--- src/sysctl_defines.svh ---
`ifndef SYSCTL_DEFINES_SVH
`define SYSCTL_DEFINES_SVH

`define OPC_W            10
`define NIB_W            4
`define RG_W             3

`define OPC_NOP          10'h000
`define OPC_SOFTWARE_SYSTEM_RESET_OP         10'h001
`define OPC_CLK_HOLD     10'h002
`define OPC_WAKE_TEST    10'h003
`define OPC_RAM_BACKUP   10'h008
`define OPC_BANK_LOW     10'h040
`define OPC_BANK_HIGH    10'h041
`define OPC_TBL_OFF      10'h058
`define OPC_TBL_ON       10'h059
`define OPC_PD_ARM       10'h05b
`define OPC_TAK0         10'h256
`define OPC_TAK1         10'h259
`define OPC_TAK2         10'h25a
`define OPC_TAK3         10'h25b
`define OPC_TK0A         10'h21b
`define OPC_TK1A         10'h214
`define OPC_TK2A         10'h215
`define OPC_TK3A         10'h22c
`define OPC_TAL1         10'h24a
`define OPC_TL1A         10'h20a
`define OPC_TL2A         10'h20b
`define OPC_TL3A         10'h20c
`define OPC_TC1A         10'h2a8
`define OPC_TC2A         10'h2a9
`define OPC_TC3A         10'h226
`define OPC_TAMR         10'h252
`define OPC_TMRA         10'h216
`define OPC_TRGA         10'h209
`define OPC_WDT_TEST     10'h2a0
`define OPC_WDT_ARM      10'h29c
`define OPC_VD_ON        10'h293
`define OPC_VD_TEST      10'h28a

`define NIB_RST          4'h0
`define RG_RST           3'h0

`define WB_ADDR_W        8
`define WB_OFS_STATUS    8'h00
`define WB_OFS_CTRL      8'h04
`define WB_OFS_KEYS      8'h08
`define WB_OFS_LCD       8'h0c
`define WB_OFS_CLOCK     8'h10
`define WB_ZERO          32'h0000_0000

`endif

--- src/sysctl_pkg.sv ---
package sysctl_pkg;

  typedef struct packed {
    logic clock_hold;
    logic ram_backup;
  } power_state_t;

  typedef struct packed {
    logic [3:0] key3;
    logic [3:0] key2;
    logic [3:0] key1;
    logic [3:0] key0;
  } key_bank_t;

  typedef struct packed {
    logic [3:0] drive3;
    logic [3:0] drive2;
    logic [3:0] drive1;
    logic [3:0] lcd3;
    logic [3:0] lcd2;
    logic [3:0] lcd1;
  } lcd_bank_t;

endpackage : sysctl_pkg

--- src/system_control_instr_exec.sv ---
// Notes on behaviour
// - key wakeup reads copy register into accumulator
// - key wakeup writes load accumulator into register
// - first lcd control register is readable
// - lcd and drive writes load from accumulator
// - clock mode register read and write
// - clock source register write only
// - no-operation only advances program counter
// - clock hold entry only after arming
// - ram backup entry only after arming
// - arming enables only the very next instruction
// - wake flag test skips when flag set
// - watchdog test clears flag, skips when set
// - watchdog test after stop-arm stops watchdog
// - table high bit off clears enable flag
// - table high bit on sets enable flag
// - vdrop detect kept active in power-down
// - vdrop test skips when flag set
// - low bank forces page bit six low
// - high bank forces page bit six high
//
// Decided for this implementation: register access over Wishbone and the register offsets.
`timescale 1ns/100ps
`include "sysctl_defines.svh"

module system_control_instr_exec
  import sysctl_pkg::*;
(
  input  wire logic                  clk_i,
  input  wire logic                  reset_n_i,
  input  wire logic                  instr_valid_i,
  input  wire logic [`OPC_W-1:0]     instr_word_i,
  input  wire logic [`NIB_W-1:0]     acc_i,
  input  wire logic                  wake_flag_i,
  input  wire logic                  wakeup_i,
  input  wire logic                  watchdog_overflow_i,
  input  wire logic                  vdrop_flag_i,
  input  wire logic                  wb_cyc_i,
  input  wire logic                  wb_stb_i,
  input  wire logic                  wb_we_i,
  input  wire logic [`WB_ADDR_W-1:0] wb_adr_i,
  input  wire logic [3:0]            wb_sel_i,
  input  wire logic [31:0]           wb_dat_i,
  output logic [31:0]                wb_dat_o,
  output logic                       wb_ack_o,
  output logic                       acc_load_o,
  output logic [`NIB_W-1:0]          acc_data_o,
  output logic                       skip_o,
  output logic                       pc_inc_o,
  output logic                       clock_hold_o,
  output logic                       ram_backup_o,
  output logic                       watchdog_stop_o,
  output logic                       watchdog_overflow_flag_o,
  output logic                       sys_reset_o,
  output logic                       table_high_bit_enable_o,
  output logic                       table_page_bit6_o,
  output logic                       vdrop_detect_en_o,
  output logic [`RG_W-1:0]           clock_source_o
);

  ////////////////////////////////////////////////////////////////////////////
  // internal reset: pin reset or software reset pulse

  logic                  rst_n;
  logic                  sys_reset_reg;
  logic                  skip_reg;
  logic                  exec;
  logic [`OPC_W-1:0]     op;
  logic                  pd_arm_reg;
  logic                  wdt_arm_reg;
  logic                  bank_high_reg;
  logic                  large_variant_reg;
  key_bank_t             key_reg;
  lcd_bank_t             lcd_reg;
  logic [`NIB_W-1:0]     clock_mode_reg;
  logic [`RG_W-1:0]      clock_source_reg;
  power_state_t          power_reg;
  logic                  wdt_flag_reg;
  logic                  acc_load_next;
  logic [`NIB_W-1:0]     acc_data_next;
  logic                  skip_next;

  // the software reset acts on the edge after the pulse, so the pulse is seen outside
  assign rst_n = reset_n_i & ~sys_reset_reg;
  assign op    = instr_word_i;
  // a skipped word still counts as taken but executes nothing
  assign exec  = instr_valid_i & ~skip_reg;

  always_ff @(posedge clk_i) begin
    if (!rst_n) begin
      sys_reset_reg <= 1'b0;
    end else begin
      sys_reset_reg <= exec && op == `OPC_SOFTWARE_SYSTEM_RESET_OP;
    end
  end
  assign sys_reset_o = sys_reset_reg;

  ////////////////////////////////////////////////////////////////////////////
  // program counter and skip

  always_ff @(posedge clk_i) begin
    if (!rst_n) begin
      pc_inc_o <= 1'b0;
    end else begin
      pc_inc_o <= instr_valid_i;
    end
  end

  always_comb begin
    skip_next = 1'b0;
    if (exec) begin
      case (op)
        `OPC_WAKE_TEST: skip_next = wake_flag_i;
        `OPC_WDT_TEST:  skip_next = wdt_flag_reg;
        `OPC_VD_TEST:   skip_next = vdrop_flag_i;
        default:        skip_next = 1'b0;
      endcase
    end
  end

  always_ff @(posedge clk_i) begin
    if (!rst_n) begin
      skip_reg <= 1'b0;
    end else if (instr_valid_i) begin
      skip_reg <= skip_next;
    end
  end
  assign skip_o = skip_reg;

  ////////////////////////////////////////////////////////////////////////////
  // one-shot arming for power-down and watchdog stop

  always_ff @(posedge clk_i) begin
    if (!rst_n) begin
      pd_arm_reg <= 1'b0;
    end else if (instr_valid_i) begin
      pd_arm_reg <= exec && op == `OPC_PD_ARM;
    end
  end

  always_ff @(posedge clk_i) begin
    if (!rst_n) begin
      wdt_arm_reg <= 1'b0;
    end else if (instr_valid_i) begin
      wdt_arm_reg <= exec && op == `OPC_WDT_ARM;
    end
  end

  always_ff @(posedge clk_i) begin
    if (!rst_n) begin
      watchdog_stop_o <= 1'b0;
    end else if (exec && op == `OPC_WDT_TEST && wdt_arm_reg) begin
      watchdog_stop_o <= 1'b1;
    end
  end

  // overflow set wins over the clearing test in the same cycle
  always_ff @(posedge clk_i) begin
    if (!rst_n) begin
      wdt_flag_reg <= 1'b0;
    end else if (watchdog_overflow_i) begin
      wdt_flag_reg <= 1'b1;
    end else if (exec && op == `OPC_WDT_TEST) begin
      wdt_flag_reg <= 1'b0;
    end
  end
  assign watchdog_overflow_flag_o = wdt_flag_reg;

  ////////////////////////////////////////////////////////////////////////////
  // power-down states, left by the wakeup event

  always_ff @(posedge clk_i) begin
    if (!rst_n) begin
      power_reg <= '0;
    end else if (wakeup_i) begin
      power_reg <= '0;
    end else if (exec && pd_arm_reg && op == `OPC_CLK_HOLD) begin
      power_reg.clock_hold <= 1'b1;
    end else if (exec && pd_arm_reg && op == `OPC_RAM_BACKUP) begin
      power_reg.ram_backup <= 1'b1;
    end
  end
  assign clock_hold_o = power_reg.clock_hold;
  assign ram_backup_o = power_reg.ram_backup;

  always_ff @(posedge clk_i) begin
    if (!rst_n) begin
      vdrop_detect_en_o <= 1'b0;
    end else if (exec && op == `OPC_VD_ON) begin
      vdrop_detect_en_o <= 1'b1;
    end
  end

  ////////////////////////////////////////////////////////////////////////////
  // table reference flag and page bank

  always_ff @(posedge clk_i) begin
    if (!rst_n) begin
      table_high_bit_enable_o <= 1'b0;
    end else if (exec && op == `OPC_TBL_OFF) begin
      table_high_bit_enable_o <= 1'b0;
    end else if (exec && op == `OPC_TBL_ON) begin
      table_high_bit_enable_o <= 1'b1;
    end
  end

  // on the small variant the bank selects are ignored; software must avoid them
  always_ff @(posedge clk_i) begin
    if (!rst_n) begin
      bank_high_reg <= 1'b0;
    end else if (exec && large_variant_reg && op == `OPC_BANK_LOW) begin
      bank_high_reg <= 1'b0;
    end else if (exec && large_variant_reg && op == `OPC_BANK_HIGH) begin
      bank_high_reg <= 1'b1;
    end
  end
  assign table_page_bit6_o = bank_high_reg;

  ////////////////////////////////////////////////////////////////////////////
  // peripheral control registers loaded from the accumulator

  always_ff @(posedge clk_i) begin
    if (!rst_n) begin
      key_reg <= '0;
    end else if (exec) begin
      case (op)
        `OPC_TK0A: key_reg.key0 <= acc_i;
        `OPC_TK1A: key_reg.key1 <= acc_i;
        `OPC_TK2A: key_reg.key2 <= acc_i;
        `OPC_TK3A: key_reg.key3 <= acc_i;
        default:   key_reg <= key_reg;
      endcase
    end
  end

  always_ff @(posedge clk_i) begin
    if (!rst_n) begin
      lcd_reg <= '0;
    end else if (exec) begin
      case (op)
        `OPC_TL1A: lcd_reg.lcd1   <= acc_i;
        `OPC_TL2A: lcd_reg.lcd2   <= acc_i;
        `OPC_TL3A: lcd_reg.lcd3   <= acc_i;
        `OPC_TC1A: lcd_reg.drive1 <= acc_i;
        `OPC_TC2A: lcd_reg.drive2 <= acc_i;
        `OPC_TC3A: lcd_reg.drive3 <= acc_i;
        default:   lcd_reg <= lcd_reg;
      endcase
    end
  end

  always_ff @(posedge clk_i) begin
    if (!rst_n) begin
      clock_mode_reg <= `NIB_RST;
    end else if (exec && op == `OPC_TMRA) begin
      clock_mode_reg <= acc_i;
    end
  end

  // only the low three accumulator bits reach the source register
  always_ff @(posedge clk_i) begin
    if (!rst_n) begin
      clock_source_reg <= `RG_RST;
    end else if (exec && op == `OPC_TRGA) begin
      clock_source_reg <= acc_i[`RG_W-1:0];
    end
  end
  assign clock_source_o = clock_source_reg;

  ////////////////////////////////////////////////////////////////////////////
  // accumulator read paths; carry is never touched here

  always_comb begin
    acc_load_next = 1'b0;
    acc_data_next = `NIB_RST;
    if (exec) begin
      case (op)
        `OPC_TAK0: begin
          acc_load_next = 1'b1;
          acc_data_next = key_reg.key0;
        end
        `OPC_TAK1: begin
          acc_load_next = 1'b1;
          acc_data_next = key_reg.key1;
        end
        `OPC_TAK2: begin
          acc_load_next = 1'b1;
          acc_data_next = key_reg.key2;
        end
        `OPC_TAK3: begin
          acc_load_next = 1'b1;
          acc_data_next = key_reg.key3;
        end
        `OPC_TAL1: begin
          acc_load_next = 1'b1;
          acc_data_next = lcd_reg.lcd1;
        end
        `OPC_TAMR: begin
          acc_load_next = 1'b1;
          acc_data_next = clock_mode_reg;
        end
        default: begin
          acc_load_next = 1'b0;
          acc_data_next = `NIB_RST;
        end
      endcase
    end
  end

  always_ff @(posedge clk_i) begin
    if (!rst_n) begin
      acc_load_o <= 1'b0;
      acc_data_o <= `NIB_RST;
    end else begin
      acc_load_o <= acc_load_next;
      acc_data_o <= acc_data_next;
    end
  end

  ////////////////////////////////////////////////////////////////////////////
  // wishbone slave: ack one cycle after strobe, single-cycle pulse

  always_ff @(posedge clk_i) begin
    if (!rst_n) begin
      wb_ack_o <= 1'b0;
    end else begin
      wb_ack_o <= wb_cyc_i & wb_stb_i & ~wb_ack_o;
    end
  end

  always_ff @(posedge clk_i) begin
    if (!rst_n) begin
      large_variant_reg <= 1'b0;
    end else if (wb_cyc_i && wb_stb_i && wb_we_i && !wb_ack_o && wb_sel_i[0]
                 && wb_adr_i == `WB_OFS_CTRL) begin
      large_variant_reg <= wb_dat_i[0];
    end
  end

  always_ff @(posedge clk_i) begin
    if (!rst_n) begin
      wb_dat_o <= `WB_ZERO;
    end else if (wb_cyc_i && wb_stb_i && !wb_we_i && !wb_ack_o) begin
      case (wb_adr_i)
        `WB_OFS_STATUS: wb_dat_o <= {24'h00_0000, skip_reg, wdt_arm_reg, pd_arm_reg,
                                     vdrop_detect_en_o, watchdog_stop_o, wdt_flag_reg,
                                     power_reg};
        `WB_OFS_CTRL:   wb_dat_o <= {29'h0000_0000, bank_high_reg,
                                     table_high_bit_enable_o, large_variant_reg};
        `WB_OFS_KEYS:   wb_dat_o <= {16'h0000, key_reg};
        `WB_OFS_LCD:    wb_dat_o <= {8'h00, lcd_reg};
        `WB_OFS_CLOCK:  wb_dat_o <= {25'h000_0000, clock_source_reg, clock_mode_reg};
        default:        wb_dat_o <= `WB_ZERO;
      endcase
    end
  end

  ////////////////////////////////////////////////////////////////////////////
  // checks

  a_nop_no_load: assert property (@(posedge clk_i) disable iff (!rst_n)
    exec && op == `OPC_NOP |=> pc_inc_o && !acc_load_o && !skip_reg)
    else $error("nop changed state");

  a_key_read_path: assert property (@(posedge clk_i) disable iff (!rst_n)
    exec && op == `OPC_TAK2 |=> acc_load_o && acc_data_o == key_reg.key2)
    else $error("key read wrong");

  a_key_write_path: assert property (@(posedge clk_i) disable iff (!rst_n)
    exec && op == `OPC_TK3A |=> key_reg.key3 == $past(acc_i))
    else $error("key write wrong");

  a_lcd_read_path: assert property (@(posedge clk_i) disable iff (!rst_n)
    exec && op == `OPC_TAL1 |=> acc_load_o && acc_data_o == lcd_reg.lcd1)
    else $error("lcd read wrong");

  a_drive_write_path: assert property (@(posedge clk_i) disable iff (!rst_n)
    exec && op == `OPC_TC3A |=> lcd_reg.drive3 == $past(acc_i))
    else $error("drive write wrong");

  a_mode_round_trip: assert property (@(posedge clk_i) disable iff (!rst_n)
    exec && op == `OPC_TMRA ##1 exec && op == `OPC_TAMR
    |=> acc_data_o == $past(acc_i, 2))
    else $error("clock mode round trip wrong");

  a_source_write: assert property (@(posedge clk_i) disable iff (!rst_n)
    exec && op == `OPC_TRGA |=> clock_source_o == $past(acc_i[`RG_W-1:0])
    && !acc_load_o)
    else $error("clock source write wrong");

  a_hold_needs_arm: assert property (@(posedge clk_i) disable iff (!rst_n)
    $rose(clock_hold_o) |-> $past(pd_arm_reg) && $past(op) == `OPC_CLK_HOLD)
    else $error("clock hold without arming");

  a_backup_after_arm: assert property (@(posedge clk_i) disable iff (!rst_n)
    exec && op == `OPC_PD_ARM ##1 exec && op == `OPC_RAM_BACKUP && !wakeup_i
    |=> ram_backup_o)
    else $error("ram backup not entered");

  a_arm_one_shot: assert property (@(posedge clk_i) disable iff (!rst_n)
    instr_valid_i && !(exec && op == `OPC_PD_ARM) |=> !pd_arm_reg)
    else $error("arming outlived next instruction");

  a_wake_skip: assert property (@(posedge clk_i) disable iff (!rst_n)
    exec && op == `OPC_WAKE_TEST |=> skip_o == $past(wake_flag_i))
    else $error("wake test skip wrong");

  a_wdt_test_clear: assert property (@(posedge clk_i) disable iff (!rst_n)
    exec && op == `OPC_WDT_TEST && !watchdog_overflow_i
    |=> !watchdog_overflow_flag_o && skip_o == $past(wdt_flag_reg))
    else $error("watchdog test wrong");

  a_wdt_stop: assert property (@(posedge clk_i) disable iff (!rst_n)
    exec && op == `OPC_WDT_ARM ##1 exec && op == `OPC_WDT_TEST
    |=> watchdog_stop_o)
    else $error("watchdog not stopped");

  a_table_flag: assert property (@(posedge clk_i) disable iff (!rst_n)
    exec && (op == `OPC_TBL_ON || op == `OPC_TBL_OFF)
    |=> table_high_bit_enable_o == ($past(op) == `OPC_TBL_ON))
    else $error("table flag wrong");

  a_vdrop_enable: assert property (@(posedge clk_i) disable iff (!rst_n)
    exec && op == `OPC_VD_ON |=> vdrop_detect_en_o [*2])
    else $error("vdrop detect not kept");

  a_vdrop_skip: assert property (@(posedge clk_i) disable iff (!rst_n)
    exec && op == `OPC_VD_TEST |=> skip_o == $past(vdrop_flag_i))
    else $error("vdrop test skip wrong");

  a_bank_select: assert property (@(posedge clk_i) disable iff (!rst_n)
    exec && large_variant_reg && (op == `OPC_BANK_LOW || op == `OPC_BANK_HIGH)
    |=> table_page_bit6_o == ($past(op) == `OPC_BANK_HIGH))
    else $error("bank select wrong");

  a_sw_reset: assert property (@(posedge clk_i) disable iff (!reset_n_i)
    exec && op == `OPC_SOFTWARE_SYSTEM_RESET_OP |=> sys_reset_o ##1 !power_reg.clock_hold
    && !table_high_bit_enable_o && !skip_reg)
    else $error("software reset incomplete");

  a_skip_suppress: assert property (@(posedge clk_i) disable iff (!rst_n)
    skip_reg && instr_valid_i |=> pc_inc_o && !acc_load_o && !skip_reg)
    else $error("skipped word executed");

  c_power_down: cover property (@(posedge clk_i) disable iff (!rst_n)
    $rose(clock_hold_o));
  c_skip_taken: cover property (@(posedge clk_i) disable iff (!rst_n)
    skip_reg && instr_valid_i);
  c_wdt_stop: cover property (@(posedge clk_i) disable iff (!rst_n)
    $rose(watchdog_stop_o));
  c_bank_high: cover property (@(posedge clk_i) disable iff (!rst_n)
    $rose(table_page_bit6_o));

endmodule : system_control_instr_exec

--- config.mk ---
export PLATFORM = sky130hd
export DESIGN_NAME = system_control_instr_exec
export DESIGN_NICKNAME = d
export VERILOG_FILES = /design/src/sysctl_pkg.sv /design/src/system_control_instr_exec.sv
export VERILOG_INCLUDE_DIRS = /design/src
export SDC_FILE = /design/constraint.sdc
export NUM_CORES = 1
export LEC_CHECK = 0
export ABC_AREA = 1
export BUFFER_PORTS_ARGS = -buffer_cell sky130_fd_sc_hd__clkbuf_2
export CORE_ASPECT_RATIO = 1.5
export CORE_UTILIZATION = 50
export CTS_BUF_LIST = sky130_fd_sc_hd__clkbuf_16
export DETAILED_ROUTE_END_ITERATION = 7
export PLACE_DENSITY = 0.77
export SYNTH_ARGS = -nofsm -noshare
export SYNTH_HDL_FRONTEND = slang
export SYNTH_SLANG_ARGS = --single-unit
--- constraint.sdc ---
create_clock -name clk_i -period 3.15 [get_ports clk_i]
set_clock_uncertainty 0.1 [all_clocks]
set_input_delay 0 -clock clk_i [delete_from_list [all_inputs] [get_ports clk_i]]
set_output_delay 0 -clock clk_i [all_outputs]
set_load 0.01 [all_outputs]
* Yosys cells after proc, flatten, opt, wreduce, memory -nomap -nowiden
Cells that the tools add are included. W data, S select, Z words.
Operators by class: add/subtract/negate cells 0, multiply operators 0, divide/modulo/power cells 0, order comparisons 0, eq/ne operators 35, shift operators 0, multiplexer cells 7, bitwise logic cells 9, reductions and logical operators 43
Operator list (count):
- $eq A10 B10 Y1 const B | 22
- $pmux W24 S5 | 1
- $eq A10 B7 Y1 const B | 5
- $pmux W4 S6 | 1
- $reduce_and A2 Y1 | 12
- $logic_and A1 B1 Y1 | 23
- $eq A10 B2 Y1 const B | 2
- $eq A8 B4 Y1 const B | 2
- $eq A10 B1 Y1 const B | 1
- $eq A10 B4 Y1 const B | 1
- $eq A8 B3 Y1 const B | 1
- $eq A8 B5 Y1 const B | 1
- $logic_not A8 Y1 | 1
- $reduce_or A2 Y1 | 3
- $reduce_or A6 Y1 | 1
- $not A1 Y1 | 5
- $and A1 B1 Y1 | 4
- $mux W1 | 4
- $pmux W1 S3 | 1
- $logic_not A1 Y1 | 2
- $reduce_bool A2 Y1 | 1
Word-level totals: bits in registers 98, latch bits 0, RAM bits 0, bits in read-only memories 0, output and inout bits 51, logic and storage cells 123, memories 0

* Logic depth before layout (Yosys ltp)
depth after elaboration 6, depth in mapped cells 11, mapped depth without buffers 10

* Worst setup path before layout
Ideal clock, no wire load.
path type reg2reg, start register wb_ack_o, end register wb_dat_o[12], data arrival time 1.272 ns, slack 1.668 ns, cell stages (with the launch flop) 9, buffers on the path 1, period minus slack after synthesis 1.482 ns, cell sequence dfxtp_1 > nand3b_1 > nor2_2 > inv_2 > buf_2 > nand2_1 > o211ai_1 > nand2_1 > inv_1
Between the ends: word-level cells in the longest chain between the ends 2
Ends and longest elaborated chain:
- from (decl) | line system_control_instr_exec.sv:45 | output logic wb_ack_o,
- from (signal assigned) | line system_control_instr_exec.sv:327 | wb_ack_o <= wb_cyc_i & wb_stb_i & ~wb_ack_o;
- $logic_not A1 Y1 | line system_control_instr_exec.sv:343 | end else if (wb_cyc_i && wb_stb_i && !wb_we_i && !wb_ack_o) begin
- $logic_and A1 B1 Y1 | line system_control_instr_exec.sv:343
- to (signal assigned) | line system_control_instr_exec.sv:342 | wb_dat_o <= `WB_ZERO;
- to (signal assigned) | line system_control_instr_exec.sv:345 | `WB_OFS_STATUS: wb_dat_o <= {24'h00_0000, skip_reg, wdt_arm_reg, pd_arm_reg,
- to (signal assigned) | line system_control_instr_exec.sv:348 | `WB_OFS_CTRL: wb_dat_o <= {29'h0000_0000, bank_high_reg,
- to (decl) | line system_control_instr_exec.sv:44 | output logic [31:0] wb_dat_o,
Every way passes these cells. A chain may end at the register's enable or synchronous reset.

* Worst setup path after layout
start register wb_ack_o, end register large_variant_reg
Between the ends: word-level cells in the longest chain between the ends 4
Ends and longest elaborated chain:
- $logic_not A1 Y1 | line system_control_instr_exec.sv:334 | end else if (wb_cyc_i && wb_stb_i && wb_we_i && !wb_ack_o && wb_sel_i[0]
- $logic_and A1 B1 Y1 (2 in series) | line system_control_instr_exec.sv:334
- $logic_and A1 B1 Y1 (no source line)
- to (signal assigned) | line system_control_instr_exec.sv:336 | large_variant_reg <= wb_dat_i[0];
- to (decl) | line system_control_instr_exec.sv:72 | logic large_variant_reg;
Every way passes these cells.

==> flow_metrics.py <==
metrics = {
    "synthesis": {
        "synthTopCellsByCount": "nand2_1 (109), inv_1 (95), dfxtp_1 (90)",
        "ys.flop_type": "dfxtp_1",
        "synthArstFlopShare_pct": 0,
        "yosysTopAreaCellShare_pct": 43.0,
        "yosys-top-cells-area": "dfxtp_1 (43%), nand2_1 (9.8%), a21oi_1 (8.6%)",
        "ys_ff_latch": 90,
        "ys_seq_area_share_pct": 43.0,
        "synth_top_area_cell": "dfxtp_1",
        "avgSynthCellArea_um2": 6.96,
        "yosys.cell_types.count": 33,
        "synth_enable_flop_cells": 0,
        "syn_inst": 602,
        "synth_area_um2": 4190,
        "synth.most_common_cell": "nand2_1",
        "synth_warnings": 0,
    },
    "sta": {
        "fin_crit_sh_pct": 69.7,
        "slew_viol_final": 0,
        "worstMarginPinSlew_ps": 809,
        "rsz0062_at_grt": "false",
        "hold_viol": 0,
        "fmax_mhz": 456,
        "fin_tns_setup_ps": 0,
        "maxSlewHeadroom_pct": 45.9,
        "post-route-min-period_ps": 2200,
        "setup_viol": 0,
    },
    "clock_tree": {
        "postCtsSetupRepairBufs": 0,
        "htree_levels": 3,
        "numCtsBuffers": 9,
        "cts-root-buf": "clkbuf_16",
        "post_cts_resized": 0,
        "cts_tree": "done",
        "clk_pin_slew_worst_paths_ps": 70,
        "clock_latency_ps": 340,
        "cts.sinks": 90,
        "cts_max_path_buffers": 2,
    },
    "die": {
        "die_w_um": 76.8,
        "ios": 119,
        "die_h_um": 114,
        "die_area_um2": 8760,
        "core_area_um2": 8060,
        "fp-row-count": 40,
        "start_util_pct": 52.0,
    },
    "worst_setup_path": {
        "crit_top_cell": "dlygate4sd3_1",
        "ff2ff_path_depth": 6,
        "slowest_stage": "dlygate4sd3_1",
        "crit_fanout": 3,
        "cpPeakStageDelay_ps": 570,
        "cp_cell_sequence": "nand3b_1, nor2_1, nand3_1, dlygate4sd3_1, a21oi_1, dlygate4sd3_1",
        "timing.rr.start": "wb_ack_o",
        "end_kind": "register",
        "critical_path_arrival_ps": 2390,
        "cp_num_cells": 6,
        "crit_type": "reg2reg",
        "worstReg2RegEnd": "large_variant_reg",
        "cpLargestDelayFamily": "buffers and inverters",
        "required_ps": 3340,
        "startpoint_type": "register",
        "critical_path_buf_inv_count": 2,
        "rrSetupSlack_ps": 950,
    },
    "placed_design": {
        "hpwlAfterDp_mm": 8.85,
        "gp_congestion": 0.918,
        "port_buffers": 76,
    },
    "cells_and_area": {
        "nets": 759,
        "drive_above_1_share_pct": 16.7,
        "antenna_cells": 0,
        "finish.utilization_pct": 63.3,
        "area_growth_pct": 21.7,
    },
    "routing": {
        "maxUsedRoutingLayer": "met4",
        "routed-wl-met2_mm": 6.47,
        "remaining_drc_errors": 0,
        "drt-met1-wl_mm": 4.78,
        "antenna_left": 0,
        "drtPass1Iterations": 6,
        "wl_met3_um": 591,
        "via_per_inst": 5.34,
        "vias": 4274,
        "wl_per_cell_um": 15.2,
        "drt_wl_total_mm": 12.2,
        "drt-initial-drc-count": 243,
    },
    "outcome": {
        "status": "finished, final reports clean",
    },
    "global_route": {
        "track_usage_pct": 28.7,
        "grt_pass1_vias": 4060,
        "grt_start_max_net_pins": 54,
        "grt_pass1_wl_mm": 19.4,
        "gr-total-overflow": 0,
        "antenna_found_initial": 0,
    },
    "worst_hold_path": {
        "hold_depth": 3,
        "hp-class": "in2reg",
        "hp-start": "acc_i[3]",
        "worstHoldEndpoint": "key_reg[15]",
    },
    "pwr": {
        "vdd_drop_max_uv": 449,
        "power.leakage_nw": 2.14,
        "power-per-cell-area_nw_per_um2": 470,
    },
    "job": {
        "cap_violations": 0,
    },
}
[per-stage QoR]
step | area, um2 | cells | hold slack, ps | total power [mW] | worst slack, ps
after floorplan | 4220 | 609 | 34.0 | 1.26 | 1670
after global placement | 4620 | 767 | 128 | 1.31 | 1400
after detailed placement | 4620 | 767 | 143 | 1.31 | 1350
after CTS | 5100 | 801 | 3.57 | 2.40 | 969
after global routing | 5100 | 801 | 32.6 | 2.46 | 867
final | 5100 | 801 | 4.12 | 2.40 | 955
[worst register-to-register path, stage by stage, from the launching register on]
cell           delay (ps)
dfxtp_1               310
nand3b_1              200
nor2_1                200
nand3_1                90
dlygate4sd3_1         570
a21oi_1               130
dlygate4sd3_1         540
[how the worst max path moves through the flow]
stage                         from  slack (ps)                 to
after global routing      wb_ack_o         870  large_variant_reg
final                     wb_ack_o         950  large_variant_reg
after floorplan           wb_ack_o        1670       wb_dat_o[12]
after CTS                 wb_ack_o         970  large_variant_reg
after global placement      skip_o        1400         lcd_reg[0]
after detailed placement    skip_o        1350        lcd_reg[10]
[cells by family (layout without fill, tap and decap cells)]
logic type	count (synthesis)	count (layout)	share of synthesized area [%]
AND/OR/NAND/NOR	245	245	26.8
AO/OA/AOI/OAI	143	143	18.1
buffers and inverters	123	210	12.0
flip-flops	90	90	43.0
other	1	8	0.0895
[area by class of cell]
class	instances	area, um2
clock inverter	7	78.8
tap	105	131
fill	774	2960
multi-input combinational	396	1920
sequential	90	1800
timing repair buffer	97	583
inverter	97	365
clock buffer	9	225
[power breakdown]
group	total, mW	switching [mW]	internal, mW
combinational	0.157	0.107	0.0502
clock	1.09	0.473	0.622
sequential	1.14	0.00309	1.14
[timing repair]
action                     CTS  global route
setup endpoints to repair    0             0
hold endpoints to repair    20             0
hold buffers                18             0
[placed cells by master, fill, tap and decap left out, types with 2 or more instances in the layout]
master         netlist  final
nor3_4               2      2
dlygate4sd3_1        0     18
nor2_2               8      9
a211oi_1             3      3
nand2_2              2      2
clkinv_4             0      3
clkbuf_16            0      9
o21ai_0             53     53
inv_1               95     95
o211ai_1             9      9
nor2_4               3      3
nor2_1              48     47
buf_4                9      3
nand4_1             10     10
nand2_1            109    109
nand3_1             50     50
o22ai_1              3      3
nand4_2              2      2
nor3_1               5      5
dfxtp_1             90     90
a21oi_1             72     72
conb_1               1      8
clkbuf_2             0     76
[per-layer routing]
layer  global-route usage [%]  vias up
met4                     14.0        0
li1                         -     2118
met2                     54.5      146
met5                        0        -
met3                     4.06       24
met1                     30.7     1986
Power figures use the tool's default switching activity.
